--- src/verilog/acc_defs.svh ---
// constants for the converter control block: register offsets, fields, reset values, timing
// assumes a 32-bit apb slave, one aligned word per register, mclk at 50 mhz
`ifndef ACC_DEFS_SVH
`define ACC_DEFS_SVH
`define ACC_OFF_CTRL1     12'h000
`define ACC_OFF_CTRL2     12'h004
`define ACC_OFF_RESHI     12'h008
`define ACC_OFF_RESLO     12'h00c
`define ACC_OFF_LATCH     12'h010
`define ACC_CTRL1_RST     8'h00
`define ACC_CTRL2_RST     8'h10
`define ACC_CTRL2_WMASK   8'h3e
`define ACC_CTRL2_FORCE   8'h10
`define ACC_BIT_START     7
`define ACC_BIT_LADDER    5
`define ACC_MODE_LSB      5
`define ACC_TIME_LSB      1
`define ACC_BIT_LATCH     0
`define ACC_CYC_039       16'd39
`define ACC_CYC_078       16'd78
`define ACC_CYC_156       16'd156
`define ACC_CYC_312       16'd312
`define ACC_CYC_624       16'd624
`define ACC_CYC_1248      16'd1248
`endif

--- src/verilog/acc_pkg.sv ---
// types for the converter control block
// assumes acc_defs.svh supplies the numeric constants
package acc_pkg;
   typedef enum logic [1:0] {
      ACC_MODE_OFF    = 2'b00,
      ACC_MODE_SOFT   = 2'b01,
      ACC_MODE_RSVD   = 2'b10,
      ACC_MODE_REPEAT = 2'b11
   } acc_mode_t;
   typedef enum logic [1:0] {
      ACC_ST_IDLE = 2'b00,
      ACC_ST_CONV = 2'b01,
      ACC_ST_DONE = 2'b10
   } acc_state_t;
   typedef struct packed {
      logic [3:0] channelSelect;
      logic       analogInputDisable;
      logic       ladderConnect;
      logic       busy;
   } acc_analog_t;
endpackage

--- src/verilog/acc_rst_sync.sv ---
// reset release synchroniser
// assumes rst_n is asynchronous to mclk
`timescale 1ns/10ps
module acc_rst_sync (
   input  wire logic mclk,
   input  wire logic rst_n,
   output logic      rstSync_n
);
   logic stage1_n;
   always_ff @(posedge mclk or negedge rst_n) begin
      if (!rst_n) begin
         stage1_n  <= 1'b0;
         rstSync_n <= 1'b0;
      end else begin
         stage1_n  <= 1'b1;
         rstSync_n <= stage1_n;
      end
   end
endmodule

--- src/verilog/acc_timer.sv ---
// conversion timer: loads a cycle count, counts down, pulses when done
// assumes load and abort come from logic on mclk
`timescale 1ns/10ps
`include "acc_defs.svh"
module acc_timer #(
   parameter int W = 16
) (
   input  wire logic         mclk,
   input  wire logic         rstSync_n,
   input  wire logic         load,
   input  wire logic         abort,
   input  wire logic [2:0]   timeCode,
   output logic              expired
);
   logic [W-1:0] count;
   logic         running;

   // reserved codes fall back to the shortest legal time
   function automatic logic [W-1:0] cycles(input logic [2:0] code);
      case (code)
         3'h2:    cycles = W'(`ACC_CYC_078);
         3'h3:    cycles = W'(`ACC_CYC_156);
         3'h4:    cycles = W'(`ACC_CYC_312);
         3'h5:    cycles = W'(`ACC_CYC_624);
         3'h6:    cycles = W'(`ACC_CYC_1248);
         default: cycles = W'(`ACC_CYC_039);
      endcase
   endfunction

   always_ff @(posedge mclk or negedge rstSync_n) begin
      if (!rstSync_n) begin
         count   <= '0;
         running <= 1'b0;
         expired <= 1'b0;
      end else begin
         expired <= 1'b0;
         if (abort) begin
            running <= 1'b0;
         end else if (load) begin
            count   <= cycles(timeCode) - W'(1);
            running <= 1'b1;
         end else if (running) begin
            if (count == W'(1)) begin
               running <= 1'b0;
               expired <= 1'b1;
            end else begin
               count <= count - W'(1);
            end
         end
      end
   end
endmodule

--- src/verilog/acc_conversion_control.sv ---
// converter control top: apb register file, start logic, result storage, standby handling
// assumes an apb master on mclk and a sar core returning its 10-bit code on sampleCode
//
// Implementation choices: the register addresses and the APB interface to the registers.
`timescale 1ns/10ps
`include "acc_defs.svh"
module acc_conversion_control (
   input  wire logic        mclk,
   input  wire logic        rst_n,
   input  wire logic        psel,
   input  wire logic        penable,
   input  wire logic        pwrite,
   input  wire logic [11:0] paddr,
   input  wire logic [31:0] pwdata,
   output logic [31:0]      prdata,
   output logic             pready,
   output logic             pslverr,
   input  wire logic        standbyReq,
   input  wire logic        irqAccept,
   input  wire logic [9:0]  sampleCode,
   output logic             conversionDoneIrq,
   output logic             conversionIrqLatch,
   output acc_pkg::acc_analog_t analogCtl
);
   logic                rstSync_n;
   logic [7:0]          adcControlOne;
   logic [7:0]          adcControlTwo;
   logic [9:0]          result;
   logic                endOfConversionFlag;
   logic                conversionBusyFlag;
   acc_pkg::acc_state_t state;
   logic                timerLoad;
   logic                timerExpired;
   logic                standbySync1;
   logic                standbySync2;
   logic                apbWrite;
   logic                apbRead;
   logic                abortConv;
   acc_pkg::acc_mode_t  mode;
   logic                startReq;
   logic                repeatGo;
   logic [31:0]         next_prdata;

   acc_rst_sync u_rst (
      .mclk      (mclk),
      .rstSync_n (rstSync_n),
      .rst_n     (rst_n)
   );

   acc_timer #(.W(16)) u_timer (
      .mclk      (mclk),
      .rstSync_n (rstSync_n),
      .load      (timerLoad),
      .abort     (abortConv),
      .timeCode  (adcControlTwo[`ACC_TIME_LSB +: 3]),
      .expired   (timerExpired)
   );

   // standby request comes from the power manager on another timing path
   always_ff @(posedge mclk or negedge rstSync_n) begin
      if (!rstSync_n) begin
         standbySync1 <= 1'b0;
         standbySync2 <= 1'b0;
      end else begin
         standbySync1 <= standbyReq;
         standbySync2 <= standbySync1;
      end
   end

   // writes and clearing reads act only at the completing edge, so a re-sampled
   // start bit cannot overwrite the automatic clear
   assign apbWrite = psel && penable && pready && pwrite;
   assign apbRead  = psel && penable && pready && !pwrite;
   assign mode     = acc_pkg::acc_mode_t'(adcControlOne[`ACC_MODE_LSB +: 2]);
   // a mode write to disabled stops repeat at once, nothing stored
   assign abortConv = standbySync2 ||
                      (apbWrite && paddr == `ACC_OFF_CTRL1 &&
                       pwdata[`ACC_MODE_LSB +: 2] == 2'b00);
   // start bit only acts in software start or repeat mode; reserved mode ignores it
   assign startReq = adcControlOne[`ACC_BIT_START] &&
                     (mode == acc_pkg::ACC_MODE_SOFT ||
                      mode == acc_pkg::ACC_MODE_REPEAT);
   assign repeatGo = timerExpired && mode == acc_pkg::ACC_MODE_REPEAT;
   assign timerLoad = !abortConv && ((state != acc_pkg::ACC_ST_CONV && startReq) || repeatGo);

   // control one: standby forces the reset value and blocks writes
   always_ff @(posedge mclk or negedge rstSync_n) begin
      if (!rstSync_n) begin
         adcControlOne <= `ACC_CTRL1_RST;
      end else if (standbySync2) begin
         adcControlOne <= `ACC_CTRL1_RST;
      end else if (apbWrite && paddr == `ACC_OFF_CTRL1) begin
         adcControlOne <= pwdata[7:0];
      end else if (timerLoad) begin
         adcControlOne[`ACC_BIT_START] <= 1'b0;
      end
   end

   // control two: bit 4 reads one, bits 0, 6 and 7 are fixed
   always_ff @(posedge mclk or negedge rstSync_n) begin
      if (!rstSync_n) begin
         adcControlTwo <= `ACC_CTRL2_RST;
      end else if (standbySync2) begin
         adcControlTwo <= `ACC_CTRL2_RST;
      end else if (apbWrite && paddr == `ACC_OFF_CTRL2) begin
         adcControlTwo <= (pwdata[7:0] & `ACC_CTRL2_WMASK) | `ACC_CTRL2_FORCE;
      end
   end

   // sequencer
   always_ff @(posedge mclk or negedge rstSync_n) begin
      if (!rstSync_n) begin
         state <= acc_pkg::ACC_ST_IDLE;
      end else begin
         case (state)
            acc_pkg::ACC_ST_IDLE: begin
               if (timerLoad) begin
                  state <= acc_pkg::ACC_ST_CONV;
               end
            end
            acc_pkg::ACC_ST_CONV: begin
               if (abortConv) begin
                  state <= acc_pkg::ACC_ST_IDLE;
               end else if (timerExpired) begin
                  state <= repeatGo ? acc_pkg::ACC_ST_CONV : acc_pkg::ACC_ST_DONE;
               end
            end
            acc_pkg::ACC_ST_DONE: begin
               state <= timerLoad ? acc_pkg::ACC_ST_CONV : acc_pkg::ACC_ST_IDLE;
            end
            default: state <= acc_pkg::ACC_ST_IDLE;
         endcase
      end
   end

   // busy flag
   always_ff @(posedge mclk or negedge rstSync_n) begin
      if (!rstSync_n) begin
         conversionBusyFlag <= 1'b0;
      end else if (abortConv) begin
         conversionBusyFlag <= 1'b0;
      end else if (timerLoad) begin
         conversionBusyFlag <= 1'b1;
      end else if (timerExpired) begin
         conversionBusyFlag <= 1'b0;
      end
   end

   // result holds through a restart until the new conversion ends
   always_ff @(posedge mclk or negedge rstSync_n) begin
      if (!rstSync_n) begin
         result <= '0;
      end else if (standbySync2) begin
         result <= '0;
      end else if (timerExpired && !abortConv) begin
         result <= sampleCode;
      end
   end

   // end flag: completion wins over a same-cycle clearing read
   always_ff @(posedge mclk or negedge rstSync_n) begin
      if (!rstSync_n) begin
         endOfConversionFlag <= 1'b0;
      end else if (timerExpired && !abortConv) begin
         endOfConversionFlag <= 1'b1;
      end else if (standbySync2 || timerLoad) begin
         endOfConversionFlag <= 1'b0;
      end else if (apbRead && paddr == `ACC_OFF_RESHI) begin
         endOfConversionFlag <= 1'b0;
      end
   end

   // done pulse and interrupt latch; acceptance of a lower level may clear the latch unserviced
   always_ff @(posedge mclk or negedge rstSync_n) begin
      if (!rstSync_n) begin
         conversionDoneIrq  <= 1'b0;
         conversionIrqLatch <= 1'b0;
      end else begin
         conversionDoneIrq <= timerExpired && !abortConv;
         if (timerExpired && !abortConv) begin
            conversionIrqLatch <= 1'b1;
         end else if (irqAccept) begin
            conversionIrqLatch <= 1'b0;
         end else if (apbWrite && paddr == `ACC_OFF_LATCH && !pwdata[`ACC_BIT_LATCH]) begin
            conversionIrqLatch <= 1'b0;
         end
      end
   end

   // analog side controls; ladder off in standby
   always_ff @(posedge mclk or negedge rstSync_n) begin
      if (!rstSync_n) begin
         analogCtl <= '0;
      end else begin
         analogCtl.channelSelect      <= adcControlOne[3:0];
         analogCtl.analogInputDisable <= adcControlOne[4];
         analogCtl.busy               <= conversionBusyFlag && !abortConv;
         analogCtl.ladderConnect      <= !standbySync2 &&
                                         (adcControlTwo[`ACC_BIT_LADDER] || conversionBusyFlag);
      end
   end

   // apb read mux
   always_comb begin
      next_prdata = '0;
      case (paddr)
         `ACC_OFF_CTRL1: next_prdata[7:0] = adcControlOne;
         `ACC_OFF_CTRL2: next_prdata[7:0] = adcControlTwo;
         `ACC_OFF_RESHI: next_prdata[7:0] = result[9:2];
         `ACC_OFF_RESLO: next_prdata[7:0] = {result[1:0], endOfConversionFlag,
                                             conversionBusyFlag, 4'h0};
         `ACC_OFF_LATCH: next_prdata[0]   = conversionIrqLatch;
         default:        next_prdata      = '0;
      endcase
   end

   // one wait state: pready rises the cycle after the access phase begins
   always_ff @(posedge mclk or negedge rstSync_n) begin
      if (!rstSync_n) begin
         pready  <= 1'b0;
         pslverr <= 1'b0;
         prdata  <= '0;
      end else begin
         pready  <= psel && penable && !pready;
         pslverr <= psel && penable && !pready &&
                    !(paddr == `ACC_OFF_CTRL1 || paddr == `ACC_OFF_CTRL2 ||
                      paddr == `ACC_OFF_RESHI || paddr == `ACC_OFF_RESLO ||
                      paddr == `ACC_OFF_LATCH);
         prdata  <= (psel && penable && !pready && !pwrite) ? next_prdata : '0;
      end
   end
endmodule

--- config.mk ---
export PLATFORM = sky130hd
export DESIGN_NAME = acc_conversion_control
export DESIGN_NICKNAME = d
export VERILOG_FILES = /design/src/verilog/acc_pkg.sv /design/src/verilog/acc_rst_sync.sv /design/src/verilog/acc_timer.sv /design/src/verilog/acc_conversion_control.sv
export VERILOG_INCLUDE_DIRS = /design/src /design/src/verilog
export SDC_FILE = /design/constraint.sdc
export NUM_CORES = 1
export LEC_CHECK = 0
export ABC_AREA = 1
export BUFFER_PORTS_ARGS = -buffer_cell sky130_fd_sc_hd__clkbuf_2
export CAP_MARGIN = 20
export CORE_ASPECT_RATIO = 0.8
export CORE_MARGIN = 5
export CORE_UTILIZATION = 39
export CTS_CLUSTER_SIZE = 30
export DETAILED_ROUTE_END_ITERATION = 6
export GPL_ROUTABILITY_DRIVEN = 0
export PLACE_DENSITY_LB_ADDON = 0.25
export SYNTH_ARGS = -nofsm -noshare
export SYNTH_HDL_FRONTEND = slang
export SYNTH_HIERARCHICAL = 1
export SYNTH_SLANG_ARGS = --single-unit
--- constraint.sdc ---
create_clock -name mclk -period 4.9 [get_ports mclk]
set_clock_uncertainty 0.05 [all_clocks]
set_input_delay 0 -clock mclk [delete_from_list [all_inputs] [get_ports mclk]]
set_output_delay 0 -clock mclk [all_outputs]
set_load 0.02 [all_outputs]
# Word-level counts from Yosys, hierarchy flattened
# Cells that the tools add are included.
# op_classes
n_eq_ne	18
n_mux	40
n_reduce_logical	48
n_addsub	2
n_bitwise	1
# op_table
cell	n
2-to-1 mux 16 bit	5
case mux 11 bit (5 select lines)	1
2-to-1 mux 8 bit	4
subtractor 16 x 1 -> 16 bit, second input constant	2
case mux 7 bit (4 select lines)	1
equality test 12 x 4 -> 1 bit, second input constant	2
logical AND 1 bit	20
2-to-1 mux 1 bit	20
2-to-1 mux 10 bit	2
equality test 16 x 1 -> 1 bit, second input constant	1
equality test 12 x 3 -> 1 bit, second input constant	1
equality test 12 x 5 -> 1 bit, second input constant	1
logical NOT 12 bit	1
nonzero test 3 bit	4
equality test 3 bit, second input constant	3
logical OR 1 bit	9
2-to-1 mux 2 bit	4
nonzero test 2 bit	4
2-to-1 mux 7 bit	1
equality test 3 x 2 -> 1 bit, second input constant	2
logical NOT 1 bit	6
case mux 2 bit (3 select lines)	1
equality test 2 x 1 -> 1 bit, second input constant	2
equality test 2 bit, second input constant	2
8 further kinds	10
# totals
elab_cells	132
inputBits	61
reg_bits	71
out_inout_bits	43

# Depth between registers and ports, before layout
# Gate-level depths: netlist (run 1).
# depth
depth_word	12
mapped_depth	15
ltp_nobuf	14

# Modules after synthesis
# Netlist (run 1), hierarchy kept.
# modules_own_cells
mod	seq_area_each_um2	cells_per_inst	area_per_inst_um2	instances
acc_conversion_control	1176.1	256	2263.4	1
acc_timer	450.4	228	1400.1	1
acc_rst_sync	50.0	3	53.8	1

# Worst setup path after synthesis (run 1)
# Ideal clock, no wire load.
# synth_path
kind	register -> register
start	register pready
end	register u_timer.count[14]
t_required_ns	4.733
t_arrival_ns	1.998
path_slack_ns	2.734
setup_time_ns	0.117
n_path_buf	1
path_stages_with_launch	15
period_less_slack_ns	2.166
path_cell_list	dfrtp_1 > nand3_1 > nor2_4 > nand4_2 > nand3_1 > inv_1 > inv_2 > nand2_1 > nor2_1 > nand3_4 > nand2_4 > inv_4 > buf_6 > nand3_1 > nand2_1
# synth_between
elab_chain_len	9
elab_cells_between_ends	12
classes_between	eq/ne (1); mux (1); bitwise (1); reduce/logical (9)
# synth_lines
item	line_no	source
start, declared	acc_conversion_control.sv:16	output logic pready,
start signal, assigned	acc_conversion_control.sv:224	pready <= psel && penable && !pready;
logical AND 1 bit (*) (2 in a row)	acc_conversion_control.sv:72	assign apbWrite = psel && penable && pready && pwrite;
logical AND 1 bit (no line) (*)	-	
logical AND 1 bit (*)	acc_conversion_control.sv:77	(apbWrite && paddr == `ACC_OFF_CTRL1 &&
logical OR 1 bit (*)	acc_conversion_control.sv:76	assign abortConv = standbySync2 ||
logical NOT 1 bit (*)	acc_conversion_control.sv:84	assign timerLoad = !abortConv && ((state != acc_pkg::ACC_ST_CONV && startReq) || repeatGo);
logical AND 1 bit (*)	acc_conversion_control.sv:84	
named net timerLoad	acc_conversion_control.sv:32	logic timerLoad;
!= test 2 bit (no line) / nonzero test 2 bit (equally long branches)	-	
AND reduction 3 bit (no line)	-	
end signal, assigned	acc_timer.sv:40	count <= cycles(timeCode) - W'(1);
end signal, assigned	acc_timer.sv:47	count <= count - W'(1);
end, declared	acc_timer.sv:15	logic [W-1:0] count;
# Mark *: on every way through the listed nets, which the timed path passes. The rest lies on a longest branch.
# A chain may end at the register's enable or synchronous reset.

# Worst setup path in the final report (run 1)
# layout_path
start	register standbySync2
end	register u_timer.count[3]
# layout_between
elab_chain_len	5
elab_cells_between_ends	8
classes_between	eq/ne (1); mux (1); bitwise (1); reduce/logical (5)
# layout_lines
item	line_no	source
start, declared	acc_conversion_control.sv:35	logic standbySync2;
start signal, assigned	acc_conversion_control.sv:66	standbySync2 <= standbySync1;
logical OR 1 bit (*)	acc_conversion_control.sv:76	
logical NOT 1 bit (*)	acc_conversion_control.sv:84	
logical AND 1 bit (*)	acc_conversion_control.sv:84	
named net timerLoad	acc_conversion_control.sv:32	
!= test 2 bit (no line) / nonzero test 2 bit (equally long branches)	-	
AND reduction 3 bit (no line)	-	
# Marks and branches as above.

==> key figures, run 1 <==
Clocking
  – H-Tree Depth: 3
  – CTS tree: built
  – CTS buffer count: 9
  – Hold Buf Count CTS: 25
  – Post-CTS Repair Setup Buffers: 0
  – Clock-pin slew on the worst setup and hold paths: 60 ps
  – Root Buffer: clkbuf_16
  – Resized Gates After CTS: 0
  – Clock Latency Late Sink: 330 ps
  – Deepest clock path buffer count: 2
  – Clk sinks: 67

Pwr
  – Psw: 324 µW
  – Internal power: 988 µW
  – Leakage power: 0.00240 µW
  – Pwr/cell area: 290 nW/µm²
  – Net Sw Frac: 0.247
  – Logic pwr share: 0.069
  – Reg power frac: 0.430
  – Max rail drop VDD: 137 µV
  – Clk pwr share: 0.501
  – Power Total: 1310 µW

Synthesis
  – Synthesized cell area: 3720 µm²
  – Synth top area share: 0.451
  – Synth Instances: 487
  – Yosys reg bits: 67
  – Seq/Total Area, Yosys: 0.451
  – Yosys cell types: 35
  – Avg Cell Area, Syn: 7.63 µm²
  – Synth warn: 6
  – Largest area contributor in the netlist: dfrtp_1
  – Main area contributors after synthesis: dfrtp_1, nand2_1, nand3_1, buf_4, inv_1

Global routing
  – Largest net degree at the start of global routing: 66
  – Vias in the first global route: 3092
  – GRT overflow: 0
  – Antenna violations before repair: 0
  – Overall routing resource usage: 0.157
  – First-pass GRT wire length: 14900 µm

Worst setup path
  – Cell mode on critical path: inv_1
  – Worst path max stage delay: 660 ps
  – Setup crit end kind: flop
  – Crit path kind: flop to flop
  – Crit path required time: 5120 ps
  – Top delay family on crit path: buffers and inverters
  – CP startpoint kind: flop
  – CP Cell Sequence: inv_1, nand3_1, inv_1, inv_2, a21oi_2, nand2_4, inv_4, o21ai_0, nand2_1
  – Crit path max-delay cell type: inv_1
  – WP buf/inv: 4
  – CP arrival: 3230 ps
  – CP max FO: 29

Finish
  – ANT cells: 0
  – Layout cells sized above 1: 0.179
  – Non-Filler Instances: 685
  – Fillers: 888
  – Layout area overhead: 21.5%
  – Final nets: 628
  – Final Core Density: 0.491

Detailed routing
  – 1st-pass router iterations: 5
  – Post-route ant nets: 0
  – Final WL: 8950 µm
  – Starting DRT DRC Count: 321
  – Vias per std cell: 4.84
  – DRC viols: 0
  – Total vias in the final route: 3316
  – WL/cell: 13.1 µm

Placed design
  – Post-DP HPWL: 6260 µm
  – Cell count after placement: 644
  – PortBufs: 55

Floorplanning
  – Starting Density: 0.404
  – Die Span Y: 97.3 µm
  – Die X: 119 µm
  – Die Footprint: 11600 µm²
  – Core Area: 9190 µm²
  – Ports: 104
  – Rows: 31

Run
  – Max Cap Violations: 0

Timing
  – Max_slew headroom: 0.406
  – Maximum achievable frequency: 332 MHz
  – Max Slew Vio Count: 0
  – WHS: 28.3 ps
  – Fin. Hold Viols: 0
  – Setup_tns: 0 ps
  – Period minus WS final: 3010 ps
  – Setup Viol. Count Final: 0
  – Worst Tran Pin Value: 890 ps
  – Final Cycle Share: 0.615
  – Unrepaired setup endpoints after global routing: no

Outcome
  – Status: finished clean

Worst hold path
  – Hold Crit Class: primary input to flop
## stage by stage
stage | worst slack (ps) | instance area, µm²
2_1_floorplan | 2730 | 3800
3_3_place_gp | 1800 | 3970
3_5_place_dp | 1760 | 3970
4_1_cts | 1870 | 4520
5_1_grt | 1520 | 4520
6_report | 1890 | 4520
## final timing paths
check                                start                to  slack (ps)  depth (start not counted)
max                           standbySync2  u_timer/count[3]        1890                          9
min                               paddr[4]         prdata[0]          30                          5
max reg2reg                   standbySync2  u_timer/count[3]        1890                          9
min reg2reg                 u_rst/stage1_n   u_rst/rstSync_n         300                          0
max in group asynchronous  u_rst/rstSync_n  adcControlOne[4]        3880                          1
min in group asynchronous  u_rst/rstSync_n   u_timer/running         390                          1
## sequential cells by signal, summed over array words and instances, names as in the netlist, 2 cells and up
| name | cells |
|---|---|
| adcControlOne | 8 |
| adcControlTwo | 4 |
| analogCtl | 7 |
| prdata | 8 |
| result | 10 |
| state | 2 |
| u_timer/count | 16 |
## tightest hold or removal path, stage by stage
cell	delay, ps
clkbuf_2	90
nand3b_1	80
nor3b_1	70
nand2_1	60
a31oi_1	70
## cells in the mapped netlist
cell	n
a211oi_1	1
nand2_2	3
nand3_2	6
buf_6	2
nor3_2	2
nand3_4	2
buf_4	28
or2_2	2
ha_1	2
nor2_1	44
nand2_1	147
inv_1	44
a21oi_2	1
nand4_2	1
nand3_1	55
dfrtp_1	67
nor2_2	5
a21oi_1	5
nand2_4	1
o21ai_1	10
nor3_1	3
nor2_4	2
buf_2	5
nand4_1	5
nand3b_1	3
a31oi_1	4
nor4_1	1
inv_2	3
conb_1	2
nor3b_1	1
o211ai_1	2
o21bai_1	2
inv_4	1
o21ai_0	23
buf_1	2
## power by group through the flow
| stage | sequential [µW] | combinational [µW] | clock, µW |
|---|---|---|---|
| 3_3_place_gp | 574 | 73.4 | 0 |
| 2_1_floorplan | 582 | 54.3 | 0 |
| 3_5_place_dp | 574 | 74.0 | 0 |
| 4_1_cts | 564 | 89.8 | 671 |
| 6_report | 564 | 90.3 | 658 |
| 5_1_grt | 565 | 101 | 695 |
## metal layers
metal | vias to the layer above | global-route usage | share of wire
met1 | 1546 | 0.230 | 0.49
met4 | 0 | 0.0410 | 0.014
met2 | 95 | 0.234 | 0.45
met5 | - | 0 | 0
met3 | 10 | 0.0355 | 0.047
li1 | 1665 | - | -
## cells by family (layout without fill, tap and decap cells)
family,count (synthesis),count (layout),share of synthesized area
adders and majority gates,2,2,0.00673
AOI/OAI and AO/OA,48,48,0.0703
other,2,25,0.00202
DFF,67,67,0.451
buffers and inverters,85,145,0.120
and+or+nand+nor,283,283,0.349
## final cells by class
| type | count | area (µm²) | area share |
|---|---|---|---|
| clock buffer | 9 | 225 | 0.0498 |
| timing repair buffer | 81 | 533 | 0.118 |
| tap | 115 | 144 | 0.0318 |
| inverter | 48 | 183 | 0.0404 |
| multi-input combinational | 358 | 1680 | 0.372 |
| clock inverter | 7 | 76.3 | 0.0169 |
| sequential | 67 | 1680 | 0.371 |
## cells in the final DEF, fill, tap and decap left out, drive strengths merged, types with 2 or more instances in the layout
master / count
nand2: 151
dfrtp: 67
clkbuf: 64
nand3: 63
nor2: 51
inv: 50
o21ai: 33
conb: 25
dlygate4sd3: 25
a21oi: 6
nand4: 6
nor3: 5
a31oi: 4
nand3b: 3
o211ai: 2
o21bai: 2
clkinvlp: 2
or2: 2
ha: 2
clkinv: 2
(Power assumes the default switching activity.)
==> run 2, diff against run 1 <==
- clock period: 4.9 -> 2.5 ns (I/O delays scaled with it)
==> key figures, run 2 (synthesized netlist as in run 1, its figures left out) <==
Timing
  – Max Slew Vio Count: 0 (unchanged)
  – Setup_tns: 0 ps (unchanged)
  – Worst Tran Pin Value: 616 ps (-274 ps)
  – Maximum achievable frequency: 445 MHz (+34%)
  – Final Cycle Share: 0.898 (+0.284)
  – Fin. Hold Viols: 0 (unchanged)
  – Period minus WS final: 2250 ps (-766 ps)
  – Setup Viol. Count Final: 0 (unchanged)
  – Max_slew headroom: 0.590 (+0.184)
  – Unrepaired setup endpoints after global routing: no

Pwr
  – Pwr/cell area: 545 nW/µm² (+87%)
  – Power Total: 2490 µW (+90%)
  – Max rail drop VDD: 322 µV (+130%)
  – Leakage power: 0.00243 µW (+1.3%)

Run
  – Max Cap Violations: 0 (unchanged)

Worst setup path
  – Worst path max stage delay: 420 ps (-240 ps)
  – CP Cell Sequence: nand3_1, nor2_4, nand4_4, nand3_2, inv_1, inv_4, buf_4, a21oi_2, nand2_8, inv_4, o21ai_0, nand2_1
  – Cell mode on critical path: inv_4
  – Top delay family on crit path: simple AND/OR/NAND/NOR gates
  – Setup crit end kind: flop
  – Crit path kind: flop to flop
  – CP max FO: 17 (-41%)
  – Crit path required time: 2730 ps (-2390 ps)
  – CP arrival: 2470 ps (-760 ps)
  – WP buf/inv: 4 (unchanged)
  – CP startpoint kind: flop
  – Crit path max-delay cell type: dfrtp_1

Detailed routing
  – Vias per std cell: 4.91 (+1.4%)
  – Post-route ant nets: 0 (unchanged)
  – Total vias in the final route: 3391 (+2.3%)
  – 1st-pass router iterations: 6 (+1)
  – Starting DRT DRC Count: 270 (-16%)
  – Final WL: 9050 µm (+1.2%)
  – DRC viols: 0 (unchanged)
  – WL/cell: 13.1 µm (+0.31%)

Worst hold path
  – Hold Crit Class: primary input to flop

Clocking
  – H-Tree Depth: 3 (unchanged)
  – CTS tree: built
  – Clock Latency Late Sink: 330 ps (about the same)
  – CTS buffer count: 9 (unchanged)
  – Clock-pin slew on the worst setup and hold paths: 60 ps (about the same)
  – Root Buffer: clkbuf_16
  – Deepest clock path buffer count: 2 (unchanged)
  – Clk sinks: 67 (unchanged)

Finish
  – Max reg flops: 16 (unchanged)
  – Final nets: 634 (+0.96%)
  – Layout area overhead: 23.1%
  – Commonest non-fill, non-tap cell in the layout: nand2_1
  – Most frequent cells in the layout: nand2_1, dfrtp_1, clkbuf_2
  – Layout cells sized above 1: 0.189 (+0.0103)
  – Register with the most flip-flops: u_timer/count
  – Biggest registers after layout: u_timer/count x16, result x10
  – ANT cells: 0 (unchanged)

Placed design
  – Post-DP HPWL: 6650 µm (+6.3%)
  – PortBufs: 55 (unchanged)

Global routing
  – First-pass GRT wire length: 15200 µm (+2.2%)
  – Largest net degree at the start of global routing: 30 (-55%)
  – Vias in the first global route: 3158 (+2.1%)
  – GRT overflow: 0 (unchanged)
  – Overall routing resource usage: 0.162 (+0.00498)
  – Antenna violations before repair: 0 (unchanged)

Floorplanning
  – Die Footprint: 11600 µm² (unchanged)
  – Core Area: 9190 µm² (unchanged)
  – Die Span Y: 97.3 µm (unchanged)
  – Starting Density: 0.404 (unchanged)
  – Rows: 31 (unchanged)
  – Die X: 119 µm (unchanged)
  – Ports: 104 (unchanged)

Outcome
  – Status: finished clean
[run 2: changes by cell type in the layout (fill, tap and decap cells not counted), sizes merged]
cell / before / now
buf: 1 / 7
bufinv: 1 / 0
clkbuf: 64 / 65
clkinv: 2 / 1
clkinvlp: 2 / 3
[run 2: repair_timing]
item                                    in CTS  in global routing
endpoints found under the setup margin       0                 15
endpoints found under the hold margin       29                  0
resized for setup                            0                  4
buffers inserted                             0                  0
hold buffers                                25                  0
[run 2: final timing paths]
check	from	end	slack, ps	cells after the start
setup / recovery	pready	u_timer/count[3]	250	12
hold / removal	paddr[3]	prdata[2]	30	4
setup reg to reg	pready	u_timer/count[3]	250	12
hold reg to reg	u_rst/rstSync_n	endOfConversionFlag	230	0
max in group asynchronous	u_rst/rstSync_n	standbySync1	1480	1
min in group asynchronous	u_rst/rstSync_n	endOfConversionFlag	230	0
[run 2: area by class of cell]
type / count / area (µm²)
clock buffers: 10 / 239
clock inverters: 6 / 48.8
fillers: 889 / 4620
inverters: 48 / 185
multi-input cells: 358 / 1700
flip-flops and latches: 67 / 1680
well taps: 115 / 144
repair buffers: 87 / 578
[run 2: metal layers]
metal	vias up	track usage	wire (µm)
met4	0	0.0401	72
met3	9	0.0361	549
met5	-	0	0
met1	1592	0.235	4410
li1	1679	-	-
met2	111	0.245	4020
[run 2: worst min-delay path, delay by kind of cell]
kind / cells / cell delay, ps
buffers and inverters: 1 / 120
AOI/OAI and AO/OA: 1 / 80
and+or+nand+nor: 2 / 170
[run 2: where the power goes]
group          internal (µW)  switching, µW  total, µW
Sequential              1100           19.6       1120
Combinational           64.7            107        171
Clock                    706            498       1200
[run 2: per-stage QoR]
step                utilization  hold slack [ps]  setup slack, ps  cell area [µm²]  instances
global placement          0.436             -259              168             4010        650
detailed placement        0.436             -259              151             4010        650
finish                    0.498             27.8              254             4570        691
global route              0.498             35.6             34.8             4570        691
CTS                       0.495             5.95              138             4550        691
floorplan                     -             -346              334             3800        510
